$ cat src/pkg/fbod_pkg.sv
// Package for the host-side parallel flash bus controller.
// Holds pin bundle types, command codes, operation codes and timing counts.
package fbod_pkg;

  // Clock and timing
  localparam int unsigned CLK_PERIOD_NS = 4;
  localparam int unsigned CYCLE_TIME_NS = 100;   // Bus strobe width, plain default
  localparam int unsigned STROBE_CYC    = (CYCLE_TIME_NS + CLK_PERIOD_NS - 1) / CLK_PERIOD_NS;
  localparam int unsigned RESET_TIME_NS = 500;   // Reset pulse width, plain default
  localparam int unsigned RESET_CYC     = (RESET_TIME_NS + CLK_PERIOD_NS - 1) / CLK_PERIOD_NS;
  localparam int unsigned CNT_W         = 8;

  // Widths
  localparam int unsigned ADDR_W = 21;
  localparam int unsigned DATA_W = 16;

  // Unlock sequence addresses and data (word addressing)
  localparam logic [ADDR_W-1:0] UNLOCK_A1 = 21'h000555;
  localparam logic [ADDR_W-1:0] UNLOCK_A2 = 21'h0002AA;
  localparam logic [7:0]        UNLOCK_D1 = 8'hAA;
  localparam logic [7:0]        UNLOCK_D2 = 8'h55;
  localparam logic [7:0]        CMD_PROG  = 8'hA0;
  localparam logic [7:0]        CMD_RESET = 8'hF0;

  // Host request opcodes
  typedef enum logic [2:0] {
    OP_READ  = 3'h0,  // Array, id or status read
    OP_WRITE = 3'h1,  // Single raw command cycle
    OP_PROG  = 3'h2,  // Program, four cycles or two in fast mode
    OP_RESET = 3'h3   // Hardware reset pulse
  } fbod_op_t;

  typedef struct packed {
    fbod_op_t            op;
    logic [ADDR_W-1:0]   addr;
    logic [DATA_W-1:0]   data;
    logic                byte_lsb;
  } fbod_req_t;

  // Pins driven toward the flash
  typedef struct packed {
    logic                chip_select_n;
    logic                output_gate_n;
    logic                write_strobe_n;
    logic                hw_reset_n;
    logic                width_select_n;
    logic [ADDR_W-1:0]   addr;
  } fbod_pins_t;

endpackage

$ cat src/fbod_host.sv
// Host controller driving a parallel NOR flash through its bus pins.
// Assumes flash pins are synchronous to CLK and data bus is resolved outside.
// Operation
// RL1 - Read: chip select and output gate low, write strobe high.
// RL2 - Write: write strobe and chip select low, output gate high.
// RL3 - Device keeps command latches unaddressed; host only sends cycles.
// RL4 - Width select high gives sixteen active data lines.
// RL5 - Width select low: low byte only, top data line carries byte address.
// RL6 - Word mode decodes address 20..0, byte mode adds byte address bit.
// RL7 - After reset the device reads array without any command.
// RL8 - Device stays in read array until a command write.
// RL9 - Program data goes as byte or word by width select.
// RL10 - In fast mode program takes two write cycles instead of four.
// RL11 - Device erases sector, several sectors or whole array.
// RL12 - After id sequence reads return id codes on low byte.
// RL13 - During program or erase reads return status on low byte.
// RL14 - Boost level enters fast mode and unprotects all sectors.
// RL15 - Protect pin low keeps two boot sectors protected.
// RL16 - Host never floats protect pin, boosts only for programming; code boosts whenever BOOST_EN is high, reads included.
// RL17 - Output gate high floats all device data outputs.
// RL18 - Reset low aborts, floats outputs, returns to read array.
// RL19 - Boost level is a separate digital qualifier signal.
`timescale 1ns/1ps
module fbod_host
  import fbod_pkg::*;
(
  // Clock and reset
  input  wire logic                    CLK,
  input  wire logic                    SRST,
  // Request side
  input  wire fbod_pkg::fbod_req_t     REQ,
  input  wire logic                    REQ_VALID,
  output logic                         REQ_READY,
  input  wire logic                    BYTE_MODE,
  input  wire logic                    FAST_MODE,
  input  wire logic                    PROTECT_EN,
  input  wire logic                    BOOST_EN,
  output logic [fbod_pkg::DATA_W-1:0]  RD_DATA,
  output logic                         RD_VALID,
  // Flash pins
  output fbod_pkg::fbod_pins_t         PINS,
  output logic [fbod_pkg::DATA_W-1:0]  DQ_O,
  output logic [fbod_pkg::DATA_W-1:0]  DQ_OE_N,
  input  wire logic [fbod_pkg::DATA_W-1:0] DQ_I,
  output logic                         PROTECT_OR_BOOST_PIN,
  output logic                         BOOST_VOLTAGE_LEVEL
);
  import fbod_pkg::*;

  typedef enum logic [2:0] {
    ST_IDLE  = 3'h0,
    ST_SETUP = 3'h1,
    ST_READ  = 3'h2,
    ST_WRITE = 3'h3,
    ST_GAP   = 3'h4,
    ST_RST   = 3'h5
  } fbod_state_t;

  fbod_state_t          state_q, state_d;
  logic [CNT_W-1:0]     cnt_q, cnt_d;
  logic [1:0]           step_q, step_d;
  logic [1:0]           last_q, last_d;
  fbod_req_t            req_q, req_d;
  fbod_pins_t           pins_q, pins_d;
  logic [DATA_W-1:0]    dqo_q, dqo_d;
  logic                 dqoe_q, dqoe_d;
  logic [DATA_W-1:0]    rd_q, rd_d;
  logic                 rdv_q, rdv_d;

  // Address and data of one program cycle by step
  function automatic logic [ADDR_W+DATA_W-1:0] prog_cycle(input logic [1:0] s,
                                                           input logic [1:0] last,
                                                           input fbod_req_t r);
    logic [ADDR_W-1:0] a;
    logic [DATA_W-1:0] d;
    a = r.addr;
    d = r.data;
    if (s == last) begin
      a = r.addr;
      d = r.data;
    end else if (s == last - 2'h1) begin
      a = UNLOCK_A1;
      d = {8'h00, CMD_PROG};
    end else if (s == 2'h0) begin
      a = UNLOCK_A1;
      d = {8'h00, UNLOCK_D1};
    end else begin
      a = UNLOCK_A2;
      d = {8'h00, UNLOCK_D2};
    end
    return {a, d};
  endfunction

  // Next state of the bus sequencer
  always_comb begin
    logic [ADDR_W+DATA_W-1:0] pc;
    pc      = '0;
    state_d = state_q;
    cnt_d   = cnt_q;
    step_d  = step_q;
    last_d  = last_q;
    req_d   = req_q;
    pins_d  = pins_q;
    dqo_d   = dqo_q;
    dqoe_d  = dqoe_q;
    rd_d    = rd_q;
    rdv_d   = 1'b0;
    pins_d.width_select_n = ~BYTE_MODE;                      // [RL4] [RL5] [RL9]
    case (state_q)
      ST_IDLE: begin
        pins_d.chip_select_n  = 1'b1;
        pins_d.output_gate_n  = 1'b1;
        pins_d.write_strobe_n = 1'b1;
        pins_d.hw_reset_n     = 1'b1;
        dqoe_d                = 1'b1;
        if (REQ_VALID) begin
          req_d  = REQ;
          step_d = 2'h0;
          cnt_d  = '0;
          // Fast mode skips the two unlock cycles
          last_d = (FAST_MODE || BOOST_EN) ? 2'h1 : 2'h3;    // [RL10] [RL14]
          state_d = (REQ.op == OP_RESET) ? ST_RST : ST_SETUP;
          if (REQ.op == OP_PROG && (FAST_MODE || BOOST_EN)) begin
            step_d = 2'h2;
            last_d = 2'h3;
          end
        end
      end
      ST_SETUP: begin
        pins_d.addr = req_q.addr;                            // [RL6]
        if (req_q.op == OP_PROG) begin
          pc          = prog_cycle(step_q, last_q, req_q);
          pins_d.addr = pc[ADDR_W+DATA_W-1:DATA_W];
          dqo_d       = pc[DATA_W-1:0];
        end else begin
          dqo_d = req_q.data;                                // Erase, id cycles [RL11] [RL12]
        end
        // Byte mode puts the byte address on the top data line
        if (BYTE_MODE) begin
          dqo_d[DATA_W-1] = req_q.byte_lsb;                 // [RL5] [RL6]
        end
        pins_d.chip_select_n = 1'b0;
        cnt_d = '0;
        if (req_q.op == OP_READ) begin
          pins_d.output_gate_n  = 1'b0;                      // [RL1]
          pins_d.write_strobe_n = 1'b1;                      // No latch change [RL8]
          dqoe_d  = 1'b1;                                    // Flash owns the bus [RL17]
          state_d = ST_READ;
        end else begin
          pins_d.output_gate_n  = 1'b1;                      // [RL2] [RL17]
          pins_d.write_strobe_n = 1'b0;
          dqoe_d  = 1'b0;
          state_d = ST_WRITE;
        end
      end
      ST_READ: begin
        cnt_d = cnt_q + 1'b1;
        if (cnt_q == CNT_W'(STROBE_CYC - 1)) begin
          // Array, id or status data sampled at end of strobe
          rd_d  = BYTE_MODE ? {8'h00, DQ_I[7:0]} : DQ_I;     // [RL12] [RL13]
          rdv_d = 1'b1;
          pins_d.output_gate_n = 1'b1;
          pins_d.chip_select_n = 1'b1;
          dqoe_d  = 1'b1;
          state_d = ST_GAP;
        end
      end
      ST_WRITE: begin
        cnt_d = cnt_q + 1'b1;
        if (cnt_q == CNT_W'(STROBE_CYC - 1)) begin
          pins_d.write_strobe_n = 1'b1;                      // Latch on rising edge [RL3]
          pins_d.chip_select_n  = 1'b1;
          state_d = ST_GAP;
        end
      end
      ST_GAP: begin
        // Hold data one cycle past the strobe for hold time
        dqoe_d = 1'b1;
        if (req_q.op == OP_PROG && step_q != last_q) begin
          step_d  = step_q + 2'h1;
          state_d = ST_SETUP;
        end else begin
          state_d = ST_IDLE;
        end
      end
      ST_RST: begin
        pins_d.hw_reset_n    = 1'b0;                         // [RL18] [RL7]
        pins_d.chip_select_n = 1'b1;
        dqoe_d = 1'b1;
        cnt_d  = cnt_q + 1'b1;
        if (cnt_q == CNT_W'(RESET_CYC - 1)) begin
          pins_d.hw_reset_n = 1'b1;
          state_d = ST_IDLE;
        end
      end
      default: state_d = ST_IDLE;
    endcase
  end

  // Sequencer registers
  always_ff @(posedge CLK) begin
    if (SRST) begin
      state_q <= ST_IDLE;
      cnt_q   <= '0;
      step_q  <= 2'h0;
      last_q  <= 2'h3;
      req_q   <= '0;
      pins_q  <= '{chip_select_n: 1'b1, output_gate_n: 1'b1, write_strobe_n: 1'b1,
                   hw_reset_n: 1'b0, width_select_n: 1'b1, addr: '0};
      dqo_q   <= '0;
      dqoe_q  <= 1'b1;
      rd_q    <= '0;
      rdv_q   <= 1'b0;
    end else begin
      state_q <= state_d;
      cnt_q   <= cnt_d;
      step_q  <= step_d;
      last_q  <= last_d;
      req_q   <= req_d;
      pins_q  <= pins_d;
      dqo_q   <= dqo_d;
      dqoe_q  <= dqoe_d;
      rd_q    <= rd_d;
      rdv_q   <= rdv_d;
    end
  end

  // Outputs; the protect pin is always driven, never floats
  assign REQ_READY            = (state_q == ST_IDLE);
  assign PINS                 = pins_q;
  assign DQ_O                 = dqo_q;
  // Top line still driven in byte mode as the byte address bit
  assign DQ_OE_N              = {pins_q.width_select_n ? dqoe_q : 1'b0,
                                 {(DATA_W-1){dqoe_q}}};
  assign PROTECT_OR_BOOST_PIN = ~PROTECT_EN | BOOST_EN;      // [RL15] [RL16]
  assign BOOST_VOLTAGE_LEVEL  = BOOST_EN;                    // [RL19] [RL14]
  assign RD_DATA              = rd_q;
  assign RD_VALID             = rdv_q;
endmodule // fbod_host

$ cat config.mk
export PLATFORM = sky130hd
export DESIGN_NAME = fbod_host
export DESIGN_NICKNAME = d
export VERILOG_FILES = /design/src/pkg/fbod_pkg.sv /design/src/fbod_host.sv
export SDC_FILE = /design/constraint.sdc
export NUM_CORES = 1
export LEC_CHECK = 0
export BUFFER_PORTS_ARGS = -buffer_cell sky130_fd_sc_hd__buf_2
export CORE_ASPECT_RATIO = 0.6
export CORE_MARGIN = 8
export CORE_UTILIZATION = 48
export CTS_BUF_LIST = sky130_fd_sc_hd__clkbuf_8
export DETAILED_ROUTE_END_ITERATION = 8
export GPL_ROUTABILITY_DRIVEN = 0
export PLACE_DENSITY = 0.79
export SYNTH_ARGS = -nofsm -noshare
export SYNTH_HDL_FRONTEND = slang
export SYNTH_SLANG_ARGS = --single-unit
$ cat constraint.sdc
create_clock -name CLK -period 1.92 [get_ports CLK]
set_input_delay 0.384 -clock CLK [delete_from_list [all_inputs] [get_ports CLK]]
set_output_delay 0.384 -clock CLK [all_outputs]
set_load 0.05 [all_outputs]
==> run metrics, run 1 <==
Nets=around 750; post-synthesis register bit count=roughly 120; pin count of the biggest net entering global routing=between 50 and 60; Synth Instances=around 570; Lkg Pwr=roughly 0.0024 µW; RSZ-0062 raised after global routing=no; fraction of layout cells with a size suffix above 1=roughly 29%; Num CTS Buffers=17; first-pass GRT wire length=slightly above 20000 µm; Worst slew margin=between 60 and 70%; fin util=62.87%; MaxCap Viol Count=0; Max IR drop VDD=between 0.0007 and 0.0008 V; Worst-path clk slew=approximately 0.07 ns; FFs w/ async S/R, synth=0%; WL final=between 10000 and 15000 µm; Post-CTS Setup Bufs=0; final setup vio count=0; Final HPWL DP=between 9000 and 10000 µm; row count=27; fin crit period=1.845 ns; yosys warns=0; Worst path slowest cell=dfxtp_1; clock skew=between 0.008 and 0.009 ns; critical path required time=between 1.5 and 2 ns; Die Area=~0.013 mm²; TNS Setup=0 ns; Post-synth EDFFs=0; core footprint=between 0.009 and 0.01 mm²; gr usage total=between 10% and 20%; CP endpoint kind=primary output; initial antenna violation count=0; dpl ws=between 0.1 and 0.15 ns; Synth Flop Type=dfxtp_1; Clock Sink Count=~120; Critical Path AT=about 1.5 ns; Vias per Instance=~5.3; Final Hold Viols=0; Area growth syn-to-layout=26.09%; maximum fanout along the worst path=8; Fmax=~0.54 GHz; DR pass1 iterations=6; PortBufs=about 140; WL per Instance=approximately 15 µm; Starting Density=between 40% and 50%; initial detailed-routing violation count=between 400 and 500; I/O pin count=roughly 140; Buffers & Inverters on Critical Path=2; aggregate global routing overflow=0; startpoint types=register; residual DRC count=0; class of the most critical setup path=reg2out; routed via count=4364; Avg Cell Area, Syn=around 8 µm²; status=finished, final reports clean; chip width=approximately 140 µm; root buffer cell=clkbuf_8; number of diodes=0; Syn Nets=between 600 and 700; setup ws final=0.07535 ns; worst stage delay on the critical path=~0.39 ns; Seq/Total Area, Yosys=slightly below 50%; die height=92.09 µm; Top cell by count, worst path=buf_4; H-tree depth=4; HP Class=in2reg; later-pin clock latency in the skew report=around 0.43 ns; Worst Tran Pin Value=0.5836 ns; Hold Slack=0.1915 ns; Antenna Nets Post-Route=0; Syn Std Cell Area=about 0.0046 mm²; synth unique cells=a little under 50; Tcrit/Tclk final=a little over nine tenths; worst-case clock buffer depth=2; Slew Limit Fails=0; Top Family by Delay on Critical Path=buffers and inverters; CP Cell Sequence=buf_4 -> nor3_4 -> buf_4; Power Density=1154 mW/mm²; CTS tree=yes; vias in the first global route=roughly 4100
layer usage:
| metal | routed length (µm) | GRT usage [%] |
|---|---|---|
| met1 | 5798 | 24.25 |
| met2 | 5587 | 30.17 |
| met3 | 1281 | 7.450 |
| met4 | 78 | 5.365 |
| met5 | 0 | 0 |
metrics by stage:
step	area (µm²)	instances	power [µW]
after floorplan	4643	567	3850
after global placement	5380	798	4234
after detailed placement	5380	798	4278
after CTS	5829	830	6766
after global routing	5841	830	7033
final	5841	830	6738
area by class of cell:
type / instances / area (µm²)
clock buffer: 21 / 289.0
timing repair buffer: 157 / 880.8
sequential: 115 / 2305
fill: 793 / 3450
tap: 130 / 162.7
multi-input combinational: 388 / 2016
clock inverter: 11 / 157.7
inverter: 8 / 30.03
cell usage in the layout (no fill, tap or decap), drive strengths merged, types with 3 or more instances in the layout:
cell type / netlist / layout
nor2b: 3 / 3
ha: 3 / 3
nand2b: 3 / 3
o21ai: 8 / 8
nand3: 20 / 20
buf: 33 / 157
nand3b: 9 / 9
clkinv: 0 / 3
xnor2: 7 / 7
dfxtp: 115 / 115
a211oi: 13 / 13
clkbuf: 23 / 21
nand2: 139 / 139
a21o: 3 / 3
nor2: 36 / 36
nor3: 14 / 14
bufinv: 0 / 4
nand4: 3 / 3
a21oi: 96 / 96
inv: 8 / 10
o31ai: 3 / 3
cell families (layout without fill, tap and decap cells):
kind of cell | Yosys count | count (layout) | share of synthesized area [%]
buffers and inverters | 64 | 197 | 7.239
adders and majority gates | 3 | 3 | 0.8105
xor gates and xnor gates | 8 | 8 | 1.513
and+or+nand+nor | 240 | 240 | 23.42
AOI/OAI and AO/OA | 136 | 136 | 17.10
muxes | 1 | 1 | 0.2161
DFF | 115 | 115 | 49.70
flip-flops by register name (all words and copies together) (netlist names):
name,cells
state_q,3
step_q,2
cnt_q,8
dqoe_q,1
DQ_O,16
PINS,26
last_q,1
RD_DATA,16
req_q,41
RD_VALID,1
synthesized netlist by cell type, types with 3 or more instances:
master / count / share of area (%)
nand2_1: 137 / 11
dfxtp_1: 115 / 50
a21oi_1: 94 / 10
nor2_1: 36 / 2.9
clkbuf_1: 23 / 1.9
nand3_1: 20 / 2.2
buf_4: 16 / 2.6
nor3_1: 14 / 1.5
a211oi_1: 13 / 2.1
buf_2: 13 / 1.4
nand3b_1: 9 / 1.5
inv_1: 8 / 0.65
o21ai_0: 8 / 0.86
xnor2_1: 7 / 1.3
a21o_1: 3 / 0.49
ha_1: 3 / 0.81
nand2b_1: 3 / 0.41
nand4_1: 3 / 0.41
nor2b_1: 3 / 0.41
timing repair:
| action | 4_1_cts | 5_1_grt |
|---|---|---|
| gates resized for setup | 1 | 3 |
| hold buffers | 0 | 0 |
| setup endpoints to repair | 1 | 11 |
power by group:
part	switching (µW)	internal, µW
Combinational	1070	449
Clock	955	1540
Sequential	139	2590
Total	2160	4580
final timing paths:
| path | to | start | cells past startpoint | slack (ns) |
|---|---|---|---|---|
| max | REQ_READY | state_q[1]$_SDFFE_PP0P_ | 3 | 0.08 |
| min | req_q[2]$_SDFFE_PP0P_ | REQ[2] | 3 | 0.19 |
| max reg2reg | DQ_O[15]$_SDFFE_PP0N_ | state_q[2]$_SDFFE_PP0P_ | 5 | 0.14 |
| min reg2reg | PINS[12]$_SDFFE_PP0N_ | PINS[12]$_SDFFE_PP0N_ | 2 | 0.45 |
worst min-delay path, stage by stage:
cell and delay (ns):
buf_2 0.09, nand2_1 0.04, a21oi_1 0.05
Power figures use the tool's default switching activity.
==> inputs of run 2 (changes only) <==
--- a/config.mk
+++ b/config.mk
@@ -5,7 +5,7 @@
 export SDC_FILE = /design/constraint.sdc
 export NUM_CORES = 1
 export LEC_CHECK = 0
-export BUFFER_PORTS_ARGS = -buffer_cell sky130_fd_sc_hd__buf_2
+export BUFFER_PORTS_ARGS = -buffer_cell sky130_fd_sc_hd__buf_4
 export CORE_ASPECT_RATIO = 0.6
 export CORE_MARGIN = 8
 export CORE_UTILIZATION = 48
==> run 2 against run 1 <==
Against the previous run:
- largest power group unchanged
- critical endpoint unchanged
- die area unchanged
- total power decreased by 7.7%
- sequential cell count unchanged
- via count decreased by 0.73%
==> run metrics, run 2 (synthesis gave the netlist of run 1 again) <==
max reg flops=41 (unchanged); chip width=142.8 µm (unchanged); Area growth syn-to-layout=31.06% (was 26.09%); I/O pin count=142 (unchanged); Final HPWL DP=9605 µm (was 9017 µm); core footprint=0.009290 mm² (unchanged); Fmax=0.5529 GHz (was 0.5421 GHz); PortBufs=141 (unchanged); WL per Instance=15.87 µm (was 15.36 µm); vias in the first global route=4264 (was 4132); fraction of layout cells with a size suffix above 1=28.94% (was 28.86%); RSZ-0062 raised after global routing=no (unchanged); Final Hold Viols=0 (unchanged); aggregate global routing overflow=0 (unchanged); class of the most critical setup path=reg2out (unchanged); later-pin clock latency in the skew report=0.42 ns (was 0.43 ns); status=finished, final reports clean (unchanged); critical path required time=1.54 ns (about the same); Starting Density=49.86% (unchanged); Worst-path clk slew=0.06 ns (was 0.07 ns); largest register by flop count=req_q (unchanged); Hold Slack=0.2138 ns (was 0.1915 ns); Die Area=0.01315 mm² (unchanged); worst stage delay on the critical path=0.38 ns (was 0.39 ns); Max IR drop VDD=0.0006099 V (was 0.0007752 V); DR pass1 iterations=5 (was 6); commonest non-fill, non-tap cell in the layout=buf_4 (was buf_2); Antenna Nets Post-Route=0 (unchanged); number of diodes=0 (unchanged); TNS Setup=0 ns (unchanged); initial antenna violation count=0 (unchanged); root buffer cell=clkbuf_8 (unchanged); CP Cell Sequence=buf_4 -> nor3_4 -> buf_4 (unchanged); gr usage total=20.13% (was 19.27%); Lkg Pwr=0.002441 µW (was 0.002399 µW); CTS tree=yes (unchanged); Nets=756 (was 754); startpoint types=register (unchanged); die height=92.09 µm (unchanged); row count=27 (unchanged); Tcrit/Tclk final=94.20% (was 96.08%); first-pass GRT wire length=21350 µm (was 20420 µm); CP endpoint kind=primary output (unchanged); Critical Path AT=1.42 ns (was 1.46 ns); Slew Limit Fails=0 (unchanged); pin count of the biggest net entering global routing=45 (was 57); Clock Sink Count=115 (unchanged); WL final=13140 µm (was 12750 µm); Vias per Instance=5.232 (was 5.258); Top cell by count, worst path=buf_4 (unchanged); routed via count=4332 (was 4364); residual DRC count=0 (unchanged); post-layout power=6218 µW (was 6738 µW); Power Density=1024 mW/mm² (was 1154 mW/mm²); Worst slew margin=57.66% (was 60.81%); initial detailed-routing violation count=310 (was 401); Num CTS Buffers=17 (unchanged); final setup vio count=0 (unchanged); maximum fanout along the worst path=10 (was 8); Worst Tran Pin Value=0.6306 ns (was 0.5836 ns); most frequent cells in the layout=156 x buf_4, 137 x nand2_1, 112 x dfxtp_1, 94 x a21oi_1, 36 x nor2_1 (was 139 x buf_2, 137 x nand2_1, 113 x dfxtp_1, 94 x a21oi_1, 36 x nor2_1); MaxCap Viol Count=0 (unchanged); H-tree depth=4 (unchanged); clock skew=0.01114 ns (was 0.008707 ns); fin crit period=1.809 ns (was 1.845 ns); worst-case clock buffer depth=2 (unchanged); HP Class=in2reg (unchanged); Worst path slowest cell=dfxtp_2 (was dfxtp_1); Hold Buf Count CTS=0 (unchanged)
run 2: cell types whose count changed in the layout (fill, tap and decap cells not counted), sizes merged:
cell,previous run,this run
buf,157,159
bufinv,4,0
clkinvlp,2,1
inv,10,9
clkinv,3,5
run 2: report_power, final:
| group | total [µW] | internal [µW] | leakage, µW | switching, µW |
|---|---|---|---|---|
| clock network | 1860 | 982 | 0.000176 | 873 |
| logic | 1620 | 550 | 0.00133 | 1070 |
| registers | 2740 | 2590 | 0.000938 | 149 |
| total | 6220 | 4130 | 0.00244 | 2090 |
run 2: metrics by stage:
stage / util (%) / setup WS, ns / instances / area (µm²)
after CTS: 65.21 / 0.02847 / 828 / 6058
after floorplan: - / 0.1285 / 567 / 4643
after detailed placement: 61.71 / 0.1211 / 800 / 5733
after global placement: 61.71 / 0.1909 / 800 / 5733
final: 65.35 / 0.1113 / 828 / 6071
after global routing: 65.35 / 0.008179 / 828 / 6071
run 2: path summary, 6_finish.rpt:
check	startpoint	endpoint	slack (ns)	cells after the start
max	state_q[1]$_SDFFE_PP0P_	REQ_READY	0.11	3
min	REQ[27]	req_q[27]$_SDFFE_PP0P_	0.21	3
max reg2reg	step_q[1]$_SDFFE_PP0P_	PINS[6]$_SDFFE_PP0N_	0.14	5
min reg2reg	PINS[15]$_SDFFE_PP0N_	PINS[15]$_SDFFE_PP0N_	0.45	2
run 2: final cells by class:
class	instances	area, µm²
clock buffer	21	289.0
clock inverter	7	36.28
fill	803	3219
inverter	8	30.03
multi-input combinational	388	2016
sequential	115	2306
tap	130	162.7
timing repair buffer	159	1231
run 2: repair_timing:
| action | CTS | global route |
|---|---|---|
| setup endpoints to repair | 0 | 6 |
| resized for setup | 0 | 5 |
| setup buffers | 0 | 0 |
run 2: worst max-delay path, delay by kind of cell (launching register included):
kind                   cells  cell delay (ns)
buffers and inverters      2             0.41
DFF                        1             0.38
and+or+nand+nor            1             0.21
run 2: layer usage:
layer  vias to the layer above  routed length [µm]  track usage (%)
met5                         -                   0                0
met4                         0                 119            5.717
met3                        14                1334            8.070
met2                       191                6082            32.29
met1                      1988                5605            24.52
li1                       2139                   -                -
==> inputs of run 3 (changes only) <==
--- a/config.mk
+++ b/config.mk
@@ -8,11 +8,11 @@
 export BUFFER_PORTS_ARGS = -buffer_cell sky130_fd_sc_hd__buf_4
 export CORE_ASPECT_RATIO = 0.6
 export CORE_MARGIN = 8
-export CORE_UTILIZATION = 48
-export CTS_BUF_LIST = sky130_fd_sc_hd__clkbuf_8
+export CORE_UTILIZATION = 46
+export CTS_BUF_LIST = sky130_fd_sc_hd__clkbuf_16
 export DETAILED_ROUTE_END_ITERATION = 8
 export GPL_ROUTABILITY_DRIVEN = 0
-export PLACE_DENSITY = 0.79
+export PLACE_DENSITY = 0.77
 export SYNTH_ARGS = -nofsm -noshare
 export SYNTH_HDL_FRONTEND = slang
 export SYNTH_SLANG_ARGS = --single-unit
==> run 3 against run 2 <==
Against the previous run:
- sequential cell count did not move
- die area increased by 3.7%
- cell count grew 1.1%
- critical endpoint unchanged
- first-iteration DRC count up 25%
- worst hold slack improved by 0.0072 ns
- critical path depth stayed put
- sequential share of layout area decreased by 1.5 points
- global-route usage decreased by 0.86 points
- via count increased by 1.5%
- design area up 4.0%
- critical path type unchanged
==> run metrics, run 3 (synthesis gave the netlist of run 1 again) <==
PortBufs=141 (unchanged); worst-case clock buffer depth=2 (unchanged); FILL cells=821 (was 803); Clock Sink Count=115 (unchanged); I/O pin count=142 (unchanged); CP Cell Sequence=buf_4 -> nor3_4 -> buf_4 (unchanged); aggregate global routing overflow=0 (unchanged); Die Area=0.01364 mm² (was 0.01315 mm²); placed cell area=0.005753 mm² (was 0.005733 mm²); CP endpoint kind=primary output (unchanged); Final HPWL DP=9354 µm (was 9605 µm); Finished Cell Area=0.006311 mm² (was 0.006071 mm²); Nets=758 (was 756); initial detailed-routing violation count=388 (was 310); most frequent cells in the layout=158 x buf_4, 137 x nand2_1, 113 x dfxtp_1, 94 x a21oi_1, 36 x nor2_1 (was 156 x buf_4, 137 x nand2_1, 112 x dfxtp_1, 94 x a21oi_1, 36 x nor2_1); largest register by flop count=req_q (unchanged); residual DRC count=0 (unchanged); Tcrit/Tclk final=93.81% (was 94.20%); fin crit period=1.801 ns (was 1.809 ns); Vias per Instance=5.252 (was 5.232); Top cell by count, worst path=buf_4 (unchanged); worst stage delay on the critical path=0.37 ns (was 0.38 ns); critical path required time=1.54 ns (about the same); Area growth syn-to-layout=36.25% (was 31.06%); Worst path slowest cell=dfxtp_1 (was dfxtp_2); fin util=64.11% (was 65.35%); maximum fanout along the worst path=8 (was 10); WL per Instance=15.60 µm (was 15.87 µm); first-pass GRT wire length=21440 µm (was 21350 µm); H-tree depth=4 (unchanged); Hold Buf Count CTS=0 (unchanged); Slew Limit Fails=0 (unchanged); class of the most critical setup path=reg2out (unchanged); commonest non-fill, non-tap cell in the layout=buf_4 (unchanged); final setup vio count=0 (unchanged); post-layout power=7360 µW (was 6218 µW); multi-input logic area=0.002006 mm² (was 0.002016 mm²); post-cts sizing count=0 (unchanged); routed via count=4396 (was 4332); status=finished, final reports clean (unchanged); later-pin clock latency in the skew report=0.41 ns (was 0.42 ns); MaxCap Viol Count=0 (unchanged); root buffer cell=clkbuf_16 (was clkbuf_8); core footprint=0.009844 mm² (was 0.009290 mm²); DR pass1 iterations=4 (was 5); setup ws final=0.1188 ns (was 0.1113 ns); Antenna Nets Post-Route=0 (unchanged); HP Class=in2reg (unchanged); number of diodes=0 (unchanged); startpoint types=register (unchanged); row count=28 (was 27); Starting Density=47.05% (was 49.86%); Worst-path clk slew=0.05 ns (was 0.06 ns); WL final=13060 µm (was 13140 µm); die height=93.73 µm (was 92.09 µm); Worst Tran Pin Value=0.5170 ns (was 0.6306 ns); chip width=145.5 µm (was 142.8 µm); Lkg Pwr=0.002561 µW (was 0.002441 µW); vias in the first global route=4340 (was 4264); Post-CTS Setup Bufs=0 (unchanged); register area=0.002305 mm² (was 0.002306 mm²); clock skew=0.004358 ns (was 0.01114 ns); Num CTS Buffers=17 (unchanged); Power Density=1166 mW/mm² (was 1024 mW/mm²); TNS Setup=0 ns (unchanged); pin count of the biggest net entering global routing=59 (was 45); Worst slew margin=65.46% (was 57.66%); initial antenna violation count=0 (unchanged); max reg flops=41 (unchanged); Final Hold Viols=0 (unchanged); Max IR drop VDD=0.0007984 V (was 0.0006099 V); CTS tree=yes (unchanged); fraction of layout cells with a size suffix above 1=28.06% (was 28.94%); gr usage total=19.27% (was 20.13%); Critical Path AT=1.42 ns (about the same); Fmax=0.5552 GHz (was 0.5529 GHz); dpl ws=0.1564 ns (was 0.1211 ns); RSZ-0062 raised after global routing=no (unchanged)
-- run 3: final cells by class --
class                   count  area share [%]
clock buffers              17           6.741
clock inverters            13           2.062
inverters                   8          0.4758
multi-input cells         388           31.78
flip-flops and latches    115           36.52
well taps                 135           2.676
repair buffers            161           19.75
-- run 3: worst paths after layout --
| path | startpoint | end | slack (ns) | depth (start not counted) |
|---|---|---|---|---|
| setup / recovery | state_q[1]$_SDFFE_PP0P_ | REQ_READY | 0.12 | 3 |
| hold / removal | BYTE_MODE | PINS[21]$_SDFF_PP1_ | 0.22 | 2 |
| setup reg to reg | cnt_q[5]$_SDFFE_PP0P_ | RD_DATA[0]$_SDFFE_PP0P_ | 0.19 | 5 |
| hold reg to reg | DQ_O[9]$_SDFFE_PP0N_ | DQ_O[9]$_SDFFE_PP0N_ | 0.45 | 2 |
-- run 3: power by group --
part / switching [µW] / internal [µW]
Clock: 1020 / 1980
Sequential: 154 / 2600
Combinational: 1060 / 558
Total: 2230 / 5130
-- run 3: through the flow --
| step | hold slack, ns | cells |
|---|---|---|
| 2_1_floorplan | 0.4364 | 567 |
| 3_3_place_gp | 0.4385 | 807 |
| 3_5_place_dp | 0.4455 | 807 |
| 4_1_cts | 0.2048 | 837 |
| 5_1_grt | 0.2139 | 837 |
| 6_report | 0.2211 | 837 |
-- run 3: metal layers --
layer	track usage, %	up-vias	share of wire (%)
met2	29.14	212	43
met3	5.772	25	8.6
met4	9.819	0	2.1
met5	0	-	0
met1	24.76	2021	46
li1	-	2138	-
-- run 3: critical path, delay by kind of cell (launching register included) --
family,cells,cell delay (ns)
buf+inv,2,0.43
simple gates,1,0.21
flops,1,0.37
